### src/rtl/clkd_pkg.sv
// ============================================================
// shared constants for the dual output clock divider
package clkd_pkg;

	// ============================================================
	// register byte offsets
	localparam logic [7:0] OFS_CTRL = 8'h00; // mode and routing bits
	localparam logic [7:0] OFS_DIV = 8'h04; // main divider code
	localparam logic [7:0] OFS_DAC = 8'h08; // oscillator frequency code
	localparam logic [7:0] OFS_RANGE = 8'h0c; // oscillator range offset
	localparam logic [7:0] OFS_STATUS = 8'h10; // live state, read only

	// ============================================================
	// control register field positions
	localparam int CB_REF_EN = 0; // ref_out_en_cfg
	localparam int CB_REF_SEL = 1; // ref_mux_sel_cfg
	localparam int CB_REF_PDN = 2; // ref_pwrdn_cfg
	localparam int CB_MAIN_PDN = 3; // main_pwrdn_cfg
	localparam int CB_BYPASS = 4; // divider_bypass
	localparam int CB_REF_MODE = 5; // ref_psc_mode_lo, _hi at +1
	localparam int CB_MAIN_MODE = 7; // main_psc_mode_lo, _hi at +1
	localparam int CTRL_W = 9;

	// ============================================================
	// power-up contents of the nonvolatile store
	localparam logic [8:0] CTRL_RST = 9'h003; // ref enable and select
	localparam logic [9:0] DIV_RST = 10'h000; // divide by two
	localparam logic [9:0] DAC_RST = 10'h200; // mid code
	localparam logic [4:0] RANGE_RST = 5'h10; // mid range

	// ============================================================
	// bus answers
	localparam logic [1:0] RESP_OKAY = 2'b00;
	localparam logic [1:0] RESP_SLVERR = 2'b10;

	// prescaler terminal count for a two bit mode: /1 /2 /4 /8
	function automatic logic [2:0] psc_mask(input logic [1:0] mode);
		unique case (mode)
			2'b00: return 3'h0;
			2'b01: return 3'h1;
			2'b10: return 3'h3;
			2'b11: return 3'h7;
		endcase
	endfunction : psc_mask

endpackage : clkd_pkg

### src/rtl/clkd_top.sv
// Our own choices: register access over AXI4-Lite and the register addresses.
`timescale 1ns/10ps
module clkd_top #(
	parameter logic [8:0] P_CTRL_NV = clkd_pkg::CTRL_RST,
	parameter logic [9:0] P_DIV_NV = clkd_pkg::DIV_RST,
	parameter logic [9:0] P_DAC_NV = clkd_pkg::DAC_RST,
	parameter logic [4:0] P_RANGE_NV = clkd_pkg::RANGE_RST
) (
	input wire logic i_core_clk,
	input wire logic i_rst,
	input wire logic i_ref_ctl_in, // pin, asynchronous
	input wire logic i_main_ctl_in, // pin, asynchronous
	input wire logic [7:0] i_s_axi_awaddr,
	input wire logic i_s_axi_awvalid,
	output logic o_s_axi_awready,
	input wire logic [31:0] i_s_axi_wdata,
	input wire logic [3:0] i_s_axi_wstrb,
	input wire logic i_s_axi_wvalid,
	output logic o_s_axi_wready,
	output logic [1:0] o_s_axi_bresp,
	output logic o_s_axi_bvalid,
	input wire logic i_s_axi_bready,
	input wire logic [7:0] i_s_axi_araddr,
	input wire logic i_s_axi_arvalid,
	output logic o_s_axi_arready,
	output logic [31:0] o_s_axi_rdata,
	output logic [1:0] o_s_axi_rresp,
	output logic o_s_axi_rvalid,
	input wire logic i_s_axi_rready,
	output logic o_ref_clk_out,
	output logic o_ref_clk_oe_n, // low while driving
	output logic o_main_clk_out,
	output logic o_main_clk_oe_n, // low while driving
	output logic o_osc_run, // low stops the oscillator
	output logic [9:0] o_dac_code,
	output logic [4:0] o_range_ofs
);

	// ============================================================
	// configuration registers
	logic [8:0] ctrl_reg; // routing and mode bits
	logic [9:0] div_reg; // main divider code
	logic [9:0] dac_reg; // oscillator frequency code
	logic [4:0] range_reg; // oscillator range offset

	// mapped address check, shared by both bus directions
	function automatic logic addr_hit(input logic [7:0] a);
		return a == clkd_pkg::OFS_CTRL || a == clkd_pkg::OFS_DIV ||
			a == clkd_pkg::OFS_DAC || a == clkd_pkg::OFS_RANGE ||
			a == clkd_pkg::OFS_STATUS;
	endfunction : addr_hit

	// ============================================================
	// control input synchronisers
	logic [1:0] ref_sync_reg; // stage 0 is read only by stage 1
	logic [1:0] main_sync_reg;
	logic ref_ctl; // synchronised level
	logic main_ctl;

	always_ff @(posedge i_core_clk) begin
		if (i_rst) begin
			ref_sync_reg <= 2'b00;
			main_sync_reg <= 2'b00;
		end else begin
			ref_sync_reg <= {ref_sync_reg[0], i_ref_ctl_in};
			main_sync_reg <= {main_sync_reg[0], i_main_ctl_in};
		end
	end
	assign ref_ctl = ref_sync_reg[1];
	assign main_ctl = main_sync_reg[1];

	// ============================================================
	// control input roles
	logic ref_en, ref_sel, ref_pdn, main_pdn;
	logic ref_pd, main_pd; // power-down requests
	logic ref_want, main_want; // output should drive
	logic ref_psc_sel; // reference mux picks the prescaler
	logic ref_go, main_go; // next value of the output enables

	assign ref_en = ctrl_reg[clkd_pkg::CB_REF_EN];
	assign ref_sel = ctrl_reg[clkd_pkg::CB_REF_SEL];
	assign ref_pdn = ctrl_reg[clkd_pkg::CB_REF_PDN];
	assign main_pdn = ctrl_reg[clkd_pkg::CB_MAIN_PDN];
	assign ref_go = ref_want & ~(ref_pd | main_pd);
	assign main_go = main_want & ~(ref_pd | main_pd);

	always_comb begin
		// with neither enable nor select, the pin is a pure shutdown
		ref_pd = (ref_pdn | (~ref_en & ~ref_sel)) & ref_ctl;
		main_pd = main_pdn & main_ctl;
		// enable or power-down role: high pin floats the output
		ref_want = (ref_en | ref_pdn) ? ~ref_ctl : ref_sel;
		main_want = ~main_ctl;
		// select-only role: the pin drives the mux
		if (~ref_en & ref_sel & ~ref_pdn) begin
			ref_psc_sel = ref_ctl;
		end else begin
			ref_psc_sel = ref_sel;
		end
	end

	// ============================================================
	// oscillator run and output enables
	logic osc_run_reg; // all counters are cleared while low
	logic ref_on_reg; // reference output driving
	logic main_on_reg; // main output driving

	always_ff @(posedge i_core_clk) begin
		if (i_rst) begin
			osc_run_reg <= 1'b1;
			ref_on_reg <= 1'b0;
			main_on_reg <= 1'b0;
		end else begin
			osc_run_reg <= ~(ref_pd | main_pd);
			// enabling restarts the path from phase zero
			ref_on_reg <= ref_go;
			main_on_reg <= main_go;
		end
	end

	// ============================================================
	// reference path: prescaler and select mux
	logic [2:0] ref_cnt_reg; // prescaler phase
	logic [2:0] ref_mask; // terminal count of the chosen route
	logic ref_tick; // one cycle per reference half period
	logic ref_out_reg;

	// mask zero gives a tick every cycle, the direct route
	assign ref_mask = ref_psc_sel ? clkd_pkg::psc_mask(
		ctrl_reg[clkd_pkg::CB_REF_MODE +: 2]) : 3'h0;
	// at or past the mask, so a faster mode never waits for a wrap
	assign ref_tick = ref_on_reg & osc_run_reg & (ref_cnt_reg >= ref_mask);

	always_ff @(posedge i_core_clk) begin
		if (i_rst || !ref_on_reg) begin
			ref_cnt_reg <= 3'h0;
			ref_out_reg <= 1'b0;
		end else if (osc_run_reg) begin
			ref_cnt_reg <= ref_tick ? 3'h0 : ref_cnt_reg + 3'h1;
			// the pin goes low in the same edge as its enable drops
			if (!ref_go) begin
				ref_out_reg <= 1'b0;
			end else if (ref_tick) begin
				ref_out_reg <= ~ref_out_reg;
			end
		end
	end

	// ============================================================
	// main path: prescaler, divider and bypass
	logic [2:0] main_cnt_reg;
	logic [2:0] main_mask;
	logic main_psc_tick; // prescaler output rate
	logic div_tick; // divider output rate
	logic main_tick;
	logic main_out_reg;

	assign main_mask = clkd_pkg::psc_mask(
		ctrl_reg[clkd_pkg::CB_MAIN_MODE +: 2]);
	assign main_psc_tick = main_on_reg & osc_run_reg &
		(main_cnt_reg >= main_mask);
	assign main_tick = ctrl_reg[clkd_pkg::CB_BYPASS] ?
		main_psc_tick : div_tick;

	clkd_div #(
		.W(10)
	) u_div (
		.i_core_clk(i_core_clk),
		.i_rst(i_rst),
		.i_clr(~main_on_reg),
		.i_tick(main_psc_tick),
		.i_ratio(div_reg),
		.o_tick(div_tick)
	);

	always_ff @(posedge i_core_clk) begin
		if (i_rst || !main_on_reg) begin
			main_cnt_reg <= 3'h0;
			main_out_reg <= 1'b0;
		end else if (osc_run_reg) begin
			main_cnt_reg <= main_psc_tick ? 3'h0 : main_cnt_reg + 3'h1;
			// the pin goes low in the same edge as its enable drops
			if (!main_go) begin
				main_out_reg <= 1'b0;
			end else if (main_tick) begin
				main_out_reg <= ~main_out_reg;
			end
		end
	end

	assign o_ref_clk_out = ref_out_reg;
	assign o_ref_clk_oe_n = ~ref_on_reg;
	assign o_main_clk_out = main_out_reg;
	assign o_main_clk_oe_n = ~main_on_reg;
	assign o_osc_run = osc_run_reg;
	assign o_dac_code = dac_reg;
	assign o_range_ofs = range_reg;

	// ============================================================
	// bus slave: write address, write data, response
	logic aw_full_reg, w_full_reg; // channel captured
	logic [7:0] aw_addr_reg;
	logic [31:0] w_data_reg;
	logic [3:0] w_strb_reg;
	logic bvalid_reg, rvalid_reg;
	logic [1:0] bresp_reg, rresp_reg;
	logic [31:0] rdata_reg;
	logic wr_go; // both halves held, write this cycle
	logic [15:0] wr_val; // strobe-merged low half word

	// no new channel is taken until the answer has left
	assign o_s_axi_awready = ~aw_full_reg & ~bvalid_reg;
	assign o_s_axi_wready = ~w_full_reg & ~bvalid_reg;
	assign o_s_axi_arready = ~rvalid_reg;
	assign wr_go = aw_full_reg & w_full_reg & ~bvalid_reg;

	// address and data may arrive in either order
	always_ff @(posedge i_core_clk) begin
		if (i_rst) begin
			aw_full_reg <= 1'b0;
			aw_addr_reg <= 8'h00;
		end else if (i_s_axi_awvalid && o_s_axi_awready) begin
			aw_full_reg <= 1'b1;
			aw_addr_reg <= i_s_axi_awaddr;
		end else if (wr_go) begin
			aw_full_reg <= 1'b0;
		end
	end

	always_ff @(posedge i_core_clk) begin
		if (i_rst) begin
			w_full_reg <= 1'b0;
			w_data_reg <= 32'h0000_0000;
			w_strb_reg <= 4'h0;
		end else if (i_s_axi_wvalid && o_s_axi_wready) begin
			w_full_reg <= 1'b1;
			w_data_reg <= i_s_axi_wdata;
			w_strb_reg <= i_s_axi_wstrb;
		end else if (wr_go) begin
			w_full_reg <= 1'b0;
		end
	end

	// response one cycle after both halves are held
	always_ff @(posedge i_core_clk) begin
		if (i_rst) begin
			bvalid_reg <= 1'b0;
			bresp_reg <= clkd_pkg::RESP_OKAY;
		end else if (wr_go) begin
			bvalid_reg <= 1'b1;
			bresp_reg <= addr_hit(aw_addr_reg) ? clkd_pkg::RESP_OKAY :
				clkd_pkg::RESP_SLVERR;
		end else if (i_s_axi_bready) begin
			bvalid_reg <= 1'b0;
		end
	end

	// ============================================================
	// register write, byte lanes 0 and 1 only hold bits
	always_comb begin
		wr_val[7:0] = w_strb_reg[0] ? w_data_reg[7:0] : 8'h00;
		wr_val[15:8] = w_strb_reg[1] ? w_data_reg[15:8] : 8'h00;
	end

	// reset stands for power-up: the store is copied in
	always_ff @(posedge i_core_clk) begin
		if (i_rst) begin
			ctrl_reg <= P_CTRL_NV;
			div_reg <= P_DIV_NV;
			dac_reg <= P_DAC_NV;
			range_reg <= P_RANGE_NV;
		end else if (wr_go) begin
			// a lane without its strobe keeps its old bits
			if (aw_addr_reg == clkd_pkg::OFS_CTRL) begin
				ctrl_reg <= {w_strb_reg[1] ? wr_val[8] : ctrl_reg[8],
					w_strb_reg[0] ? wr_val[7:0] : ctrl_reg[7:0]};
			end
			if (aw_addr_reg == clkd_pkg::OFS_DIV) begin
				div_reg <= {w_strb_reg[1] ? wr_val[9:8] : div_reg[9:8],
					w_strb_reg[0] ? wr_val[7:0] : div_reg[7:0]};
			end
			if (aw_addr_reg == clkd_pkg::OFS_DAC) begin
				dac_reg <= {w_strb_reg[1] ? wr_val[9:8] : dac_reg[9:8],
					w_strb_reg[0] ? wr_val[7:0] : dac_reg[7:0]};
			end
			if (aw_addr_reg == clkd_pkg::OFS_RANGE && w_strb_reg[0]) begin
				range_reg <= wr_val[4:0];
			end
		end
	end

	// ============================================================
	// read channel: data one cycle after the address is taken
	always_ff @(posedge i_core_clk) begin
		if (i_rst) begin
			rvalid_reg <= 1'b0;
			rdata_reg <= 32'h0000_0000;
			rresp_reg <= clkd_pkg::RESP_OKAY;
		end else if (i_s_axi_arvalid && o_s_axi_arready) begin
			rvalid_reg <= 1'b1;
			rresp_reg <= addr_hit(i_s_axi_araddr) ? clkd_pkg::RESP_OKAY :
				clkd_pkg::RESP_SLVERR;
			unique case (i_s_axi_araddr)
				clkd_pkg::OFS_CTRL: rdata_reg <= {23'h0, ctrl_reg};
				clkd_pkg::OFS_DIV: rdata_reg <= {22'h0, div_reg};
				clkd_pkg::OFS_DAC: rdata_reg <= {22'h0, dac_reg};
				clkd_pkg::OFS_RANGE: rdata_reg <= {27'h0, range_reg};
				clkd_pkg::OFS_STATUS: rdata_reg <= {26'h0, ref_psc_sel,
					main_on_reg, ref_on_reg, osc_run_reg, main_ctl, ref_ctl};
				default: rdata_reg <= 32'h0000_0000; // unmapped
			endcase
		end else if (i_s_axi_rready) begin
			rvalid_reg <= 1'b0;
		end
	end

	assign o_s_axi_bvalid = bvalid_reg;
	assign o_s_axi_bresp = bresp_reg;
	assign o_s_axi_rvalid = rvalid_reg;
	assign o_s_axi_rdata = rdata_reg;
	assign o_s_axi_rresp = rresp_reg;
endmodule : clkd_top

### src/rtl/clkd_div.sv
`timescale 1ns/10ps
// ============================================================
// programmable divider: one output tick per (code + 2) input ticks
module clkd_div #(
	parameter int W = 10
) (
	input wire logic i_core_clk,
	input wire logic i_rst,
	input wire logic i_clr, // holds the phase at zero
	input wire logic i_tick, // prescaled input rate
	input wire logic [W-1:0] i_ratio, // code, divides by code + 2
	output logic o_tick
);

	logic [W:0] cnt_reg; // input ticks seen in this period
	logic [W:0] top; // last count of the period

	// code 0 means two, so the top of the longest ratio needs W+1 bits
	assign top = {1'b0, i_ratio} + (W+1)'(1);
	// at or past the top, so a ratio cut mid-period takes effect at once
	// instead of running the counter all the way round
	assign o_tick = i_tick & (cnt_reg >= top);

	// ============================================================
	// period counter, restarted by clear so phase is repeatable
	always_ff @(posedge i_core_clk) begin
		if (i_rst || i_clr) begin
			cnt_reg <= '0;
		end else if (o_tick) begin
			cnt_reg <= '0;
		end else if (i_tick) begin
			cnt_reg <= cnt_reg + (W+1)'(1);
		end
	end
endmodule : clkd_div

### config.mk
export PLATFORM = sky130hd
export DESIGN_NAME = clkd_top
export DESIGN_NICKNAME = d
export VERILOG_FILES = /design/src/rtl/clkd_pkg.sv /design/src/rtl/clkd_top.sv /design/src/rtl/clkd_div.sv
export SDC_FILE = /design/constraint.sdc
export NUM_CORES = 1
export LEC_CHECK = 0
export ABC_AREA = 1
export BUFFER_PORTS_ARGS = -buffer_cell sky130_fd_sc_hd__buf_2
export CAP_MARGIN = 0
export CORE_UTILIZATION = 49
export CTS_CLUSTER_DIAMETER = 120
export CTS_CLUSTER_SIZE = 24
export DETAILED_ROUTE_END_ITERATION = 6
export GPL_TIMING_DRIVEN = 0
export PLACE_DENSITY = 0.76
export SLEW_MARGIN = 10
export SYNTH_ARGS = -nofsm -noshare
export SYNTH_HDL_FRONTEND = slang
export SYNTH_SLANG_ARGS = --single-unit
### constraint.sdc
create_clock -name i_core_clk -period 4.12 [get_ports i_core_clk]
set_input_delay 0.412 -clock i_core_clk [delete_from_list [all_inputs] [get_ports i_core_clk]]
set_output_delay 0.412 -clock i_core_clk [all_outputs]
set_load 0.005 [all_outputs]
==> results.md, run 1 <==
- Drt total wl: roughly 12000 µm
- Final antenna-violating net count: 0
- Core footprint: 0.00942 mm²
- Post-synth top area cell: dfxtp_1
- Syn Area/Cell: 7.39 µm²
- Dominant synthesized flop cell: dfxtp_1
- Die area: 0.0103 mm²
- Power, Total: 1.82 mW
- Max Clk Rate: 370 MHz
- Global route overflow: 0
- GRT Resource Usage Total: 23.9%
- Yosys cell types: 42
- Register area: between 0.0015 and 0.002 mm²
- Hold Fails Final Rpt: 0
- Synthesized area: a little under 0.005 mm²
- Hold_sp: i_ref_ctl_in
- Fill count: approximately 860
- Pin count of the biggest net entering global routing: 18
- Vias in the first global route: 4084
- Sequential area share after synthesis: 39.5%
- P&R area growth vs syn: 16.7%
- Min-delay worst type: input port to flop
- Worst setup EP type: flop
- GP Congestion: roughly 0.9
- Number of flip-flops under the largest register name: 11
- Status: complete, no violations
- Slew Limit Fails: 0
- Share of layout cells above drive strength 1: just under 20%
- Final HPWL DP: 9230 µm
- Worst hold path depth: 3
- Clock share of power: 34.9%
- Most common cell after layout, fill and taps aside: dfxtp_1
- Reg2Reg Depth: 19
- Clk slew on worst S/H paths: roughly 0.1 ns
- Async SR Flop Fraction: 0%
- Total internal power: around 1.3 mW
- Setup Buffers After CTS: 0
- Synth Instances: 658
- Peak supply drop: 219 µV
- Skew-Pair Late Insertion Delay: roughly 0.36 ns
- Net load switching power: 0.497 mW
- Share of power burned in registers: 54.2%
- TritonRoute pass-1 iters: 5
- Slew @ Worst Pin: roughly 0.72 ns
- # diodes: 0
- Max Buffers Root-to-Sink: 2
- WP data required: 4.43 ns
- Worst reg2reg path startpoint: div_reg[1]
- Worst R2R Setup Slack: 1.41 ns
- Combinational fraction of design power: 10.9%
- Worst Skew: approximately 0.0077 ns
- Post-CTS Hold Buffers: 0
- First-pass GRT wire length: 19200 µm
- EDFF count, synth: 0
- Hold endpoint: ref_sync_reg[0]
- Arr. time, crit path: 3.01 ns
- RSZ-0062 raised after global routing: false
- Starting Density: 51.6%
- Post-route setup TNS: 0 ns
- Drt wl/cell: 13.2 µm
- Initial DRC count: ~230
- Routed vias: 4535
- Post-CTS sizing: 0
- Synthesis-stage register bit count: 96
- Initial antenna violation count: 0
- DRC viols: 0
- Top-area cell type share of the netlist area: between 30 and 40%
- Yosys synthesis warning count: 0
- Max-Slew Margin vs Limit: 51.7%
- Post-layout min period: 2.71 ns
- Commonest non-fill, non-tap cells in the layout: 96 x dfxtp_1, 93 x nand2_1, 86 x nor2_1, 81 x inv_1, 75 x buf_2
- Die Ht: 102 µm
- Multi-input gate area: between 0.002 and 0.0025 mm²
- Startpoint types: flop
- CTS tree: yes
- Clock sinks: 96
- Max Cap Viol: 0
- Num rows: 35
- Clk root buf: clkbuf_8
- Ranking of synthesized cells by area: dfxtp_1 40%, nand2_1 7.2%, a21oi_1 6.9%, nor2_1 6.6%, inv_1 6.3%
- Vias per Instance: ~5
- Tcrit/Tclk final: 65.7%
- Worst reg2reg endpoint: u_div.cnt_reg[9]
- Die width: 102 µm
- H-tree levels: 3
- Critical path fanouts, max: 10
- Final setup fails: 0
- Leak: 2.59 nW
- Port bufs: 73
- I/O pins: 122
- Pwr Density: 321 mW/mm²
- Crit Path Class: flop to flop
- Total CTS buffers: 9
- Layout net count: between 800 and 900
- Switching Fraction: 27.3%
==> through the flow <==
stage          utilization (%)  hold slack [ns]  worst slack (ns)  std cells  instance area [µm²]
4_1_cts                   60.3            0.243              1.43        899                 5670
2_1_floorplan                -            0.388              1.82        681                 4950
6_report                  60.3            0.250              1.41        899                 5670
5_1_grt                   60.3            0.256              1.20        899                 5670
3_3_place_gp              58.1            0.397              1.56        883                 5470
3_5_place_dp              58.1            0.398              1.46        883                 5470
==> metal layers <==
| metal | wire length, µm | GRT usage (%) |
|---|---|---|
| met1 | 5280 | 30.3 |
| met2 | 5690 | 41.4 |
| met3 | 757 | 3.80 |
| met4 | 163 | 7.80 |
| met5 | 0 | 0 |
==> area by class of cell <==
cell class | count | area share, %
plain buffers | 42 | 4.94
clock buffers | 9 | 2.18
clock inverters | 7 | 1.35
inverters | 87 | 5.82
multi-input cells | 456 | 42.5
flip-flops and latches | 96 | 33.9
well taps | 129 | 2.85
repair buffers | 73 | 6.44
==> cell usage after synthesis (all sizes together), types with 2 or more instances <==
| cell type | instances |
|---|---|
| nor4 | 2 |
| o211ai | 5 |
| a21oi | 67 |
| nand3 | 25 |
| o22ai | 7 |
| o21ai | 67 |
| dfxtp | 96 |
| xor2 | 10 |
| nand4 | 9 |
| buf | 30 |
| or2 | 2 |
| nand2 | 98 |
| clkbuf | 12 |
| o21bai | 3 |
| and3 | 2 |
| inv | 85 |
| ha | 21 |
| a211oi | 4 |
| clkinv | 2 |
| nor3 | 10 |
| o21a | 2 |
| nor2 | 95 |
==> worst max path at each step <==
| stage | slack, ns | from | cells past startpoint | endpoint |
|---|---|---|---|---|
| 2_1_floorplan | 1.82 | div_reg[0] | 19 | u_div.cnt_reg[9] |
| 3_3_place_gp | 1.56 | div_reg[1] | 19 | u_div.cnt_reg[9] |
| 3_5_place_dp | 1.46 | div_reg[1] | 19 | u_div.cnt_reg[9] |
| 4_1_cts | 1.43 | div_reg[1] | 19 | u_div.cnt_reg[9] |
| 5_1_grt | 1.20 | div_reg[1] | 19 | u_div.cnt_reg[4] |
| 6_report | 1.41 | div_reg[1] | 19 | u_div.cnt_reg[9] |
==> kinds of logic after synthesis <==
logic type	share of synthesized area, %
AO/OA/AOI/OAI	17.4
adder cells (fa/ha/maj)	5.41
XOR/XNOR	1.98
other	0.0772
flip-flops	39.5
buffers and inverters	12.6
AND/OR/NAND/NOR	23.0
==> power groups by stage <==
stage,sequential (mW),combinational (mW),clock (mW)
floorplan,1.00,0.137,0
global placement,1.01,0.191,0
detailed placement,1.01,0.197,0
CTS,0.988,0.198,0.648
global route,0.994,0.225,0.683
finish,0.989,0.198,0.637
==> worst max-delay path, cell delays in order, from the launching register on <==
cell and delay [ns]:
dfxtp_1 0.42, ha_1 0.21, nand3_1 0.13, nor2_1 0.11, nand2_1 0.09, nor2_1 0.15, nand2_1 0.08, xor2_1 0.15
ha_1 0.29, nand2_1 0.08, inv_1 0.05, o21bai_1 0.12, nand2_1 0.07, nor2_1 0.08, nand2_1 0.07, nand2_1 0.08
nand2_1 0.09, buf_6 0.16, o21bai_1 0.15, nor2_1 0.08
Note: power is estimated with default switching activity, not from simulation.
==> run 2: changes to the inputs <==
CORE_UTILIZATION = 48   (was 49)
PLACE_DENSITY = 0.78   (was 0.76)
clock period = 2.4 ns   (was 4.12 ns; I/O delays follow)
==> run 2 against run 1 <==
Net effect: the run now ends with setup timing left; critical path depth increased by 1; wire length increased by 8.2%; via count increased by 3.2%; sequential share of layout area decreased by 1.3 points; power increased by 80%; register-to-register slack got worse by 1.5 ns; core utilization grew 0.51 points; setup slack got worse by 1.5 ns; clock skew barely moved; first-iteration DRC count up 20%; global-route usage is 0.73 points higher; largest cell class unchanged.
==> results.md, run 2 (synthesis gave the netlist of run 1 again) <==
- Switching Fraction: 26.5%
- Layout net count: roughly 860
- # diodes: 0
- Drt total wl: 12900 µm
- Starting Density: 49.7%
- Slew @ Worst Pin: approximately 0.74 ns
- Share of layout cells above drive strength 1: 24.1%
- Inst Count DP: 887
- Initial antenna violation count: 0
- Skew-Pair Late Insertion Delay: 0.36 ns
- P&R area growth vs syn: 22.2%
- Pin count of the biggest net entering global routing: 17
- Max Cap Viol: 0
- I/O pins: 122
- Final HPWL DP: 9470 µm
- Power, Total: 3.29 mW
- TritonRoute pass-1 iters: 5
- CTS tree: yes
- M1 GR Usage: a little under a third
- Core footprint: ~0.0098 mm²
- Net load switching power: 0.870 mW
- DRC viols: 0
- Vias in the first global route: 4233
- Min-delay worst type: input port to flop
- Num rows: 36
- Routed vias: 4678
- Pwr Density: 553 mW/mm²
- Die Ht: 103 µm
- Clk root buf: clkbuf_8
- GRT Resource Usage Total: about a quarter
- Critical path fanouts, max: 3
- Arr. time, crit path: 2.77 ns
- Commonest non-fill, non-tap cells in the layout: 92 x dfxtp_1, 88 x nand2_1, 81 x inv_1, 78 x nor2_1, 75 x buf_2
- Clk slew on worst S/H paths: roughly 0.10 ns
- WP data required: 2.67 ns
- Vias per Instance: 5.10
- Max Buffers Root-to-Sink: 2
- Max Clk Rate: 399 MHz
- M2 GR Usage: 42.8%
- Post-route insts no fill: ~920
- Final antenna-violating net count: 0
- Leak: 2.68 nW
- Clock share of power: 37.4%
- Port bufs: 73
- Slew Limit Fails: 0
- Combinational fraction of design power: 11.0%
- Die area: 0.0105 mm²
- Most common cell after layout, fill and taps aside: dfxtp_1
- Die width: 103 µm
- Total CTS buffers: 9
- GRT busiest layer: met2
- Post-CTS Hold Buffers: 0
- Post-route setup TNS: -0.549 ns
- Peak supply drop: 358 µV
- Failing checks: setup timing
- Initial DRC count: 271
- Global route overflow: 0
- Crit Path Class: flop to flop
- H-tree levels: 3
- Max-Slew Margin vs Limit: a little over 50%
- Startpoint types: flop
- Met3 Track Usage GR: 3.12%
- Number of flip-flops under the largest register name: 11
- Status: complete, but fails checks
- Fin worst setup slack: -0.107 ns
- RSZ-0062 raised after global routing: true
- Share of power burned in registers: 51.6%
- Clock sinks: 96
- Post-layout min period: roughly 2.5 ns
- Tcrit/Tclk final: 104%
- Worst Skew: ~0.0077 ns
- GP Congestion: 0.896
- First-pass GRT wire length: 19900 µm
- Total internal power: 2.42 mW
- Final setup fails: 7
- Hold Fails Final Rpt: 0
- Worst setup EP type: flop
- Drt wl/cell: 14.0 µm
-- run 2: repair_timing --
item / CTS / global route
setup buffers: 7 / 7
pin swaps: 5 / 7
setup endpoints to repair: 12 / 12
gates resized for setup: 16 / 21
cloned: 1 / 0
-- run 2: final cells by class --
class                   instances  area (µm²)
fillers                       886        3830
multi-input cells             456        2520
well taps                     133         166
flip-flops and latches         96        1930
plain buffers                  42         280
clock inverters                 5        86.3
repair buffers                 88         482
clock buffers                  11         141
inverters                      87         330
-- run 2: per-stage QoR --
step                area (µm²)  util, %  setup slack (ns)  hold WS (ns)
floorplan                 4950        -             0.104         0.347
global placement          5480     56.0            -0.159         0.396
detailed placement        5480     56.0            -0.240         0.402
CTS                       5810     59.4           -0.0377        0.0660
global route              5940     60.8            -0.279        0.0700
finish                    5940     60.8            -0.107        0.0741
-- run 2: worst max-delay path, cell delays in order (launching register included) --
cell,delay [ns]
dfxtp_4,0.39
ha_4,0.15
nand3_4,0.06
nor2_2,0.08
nand2_1,0.08
nor2_2,0.13
nand2_1,0.07
xor2_1,0.15
ha_1,0.30
nand2_1,0.07
nor2_2,0.12
nand2_1,0.07
nor2_1,0.08
nor2_1,0.06
nand2_1,0.08
nand2_2,0.09
buf_4,0.15
nand2_2,0.05
nand2_2,0.06
nor2_2,0.12
nor2_1,0.04
-- run 2: path summary, 6_finish.rpt --
check | cells after the start | end | startpoint | slack, ns
max | 20 | o_main_clk_out | div_reg[0] | -0.11
min | 3 | main_sync_reg[0] | i_main_ctl_in | 0.07
max reg2reg | 20 | o_main_clk_out | div_reg[0] | -0.11
min reg2reg | 2 | main_sync_reg[1] | main_sync_reg[0] | 0.41
-- run 2: power by group through the flow --
stage	Sequential, mW	Clock [mW]	Combinational [mW]
final	1.70	1.23	0.360
after global placement	1.73	0	0.329
after floorplan	1.72	0	0.236
after global routing	1.70	1.30	0.405
after CTS	1.69	1.23	0.345
after detailed placement	1.74	0	0.341
-- run 2: layer usage --
metal	routed length, µm	share of wire, %
met3	683	5.3
met1	5570	43
met2	6360	49
met5	0	0
met4	262	2.0
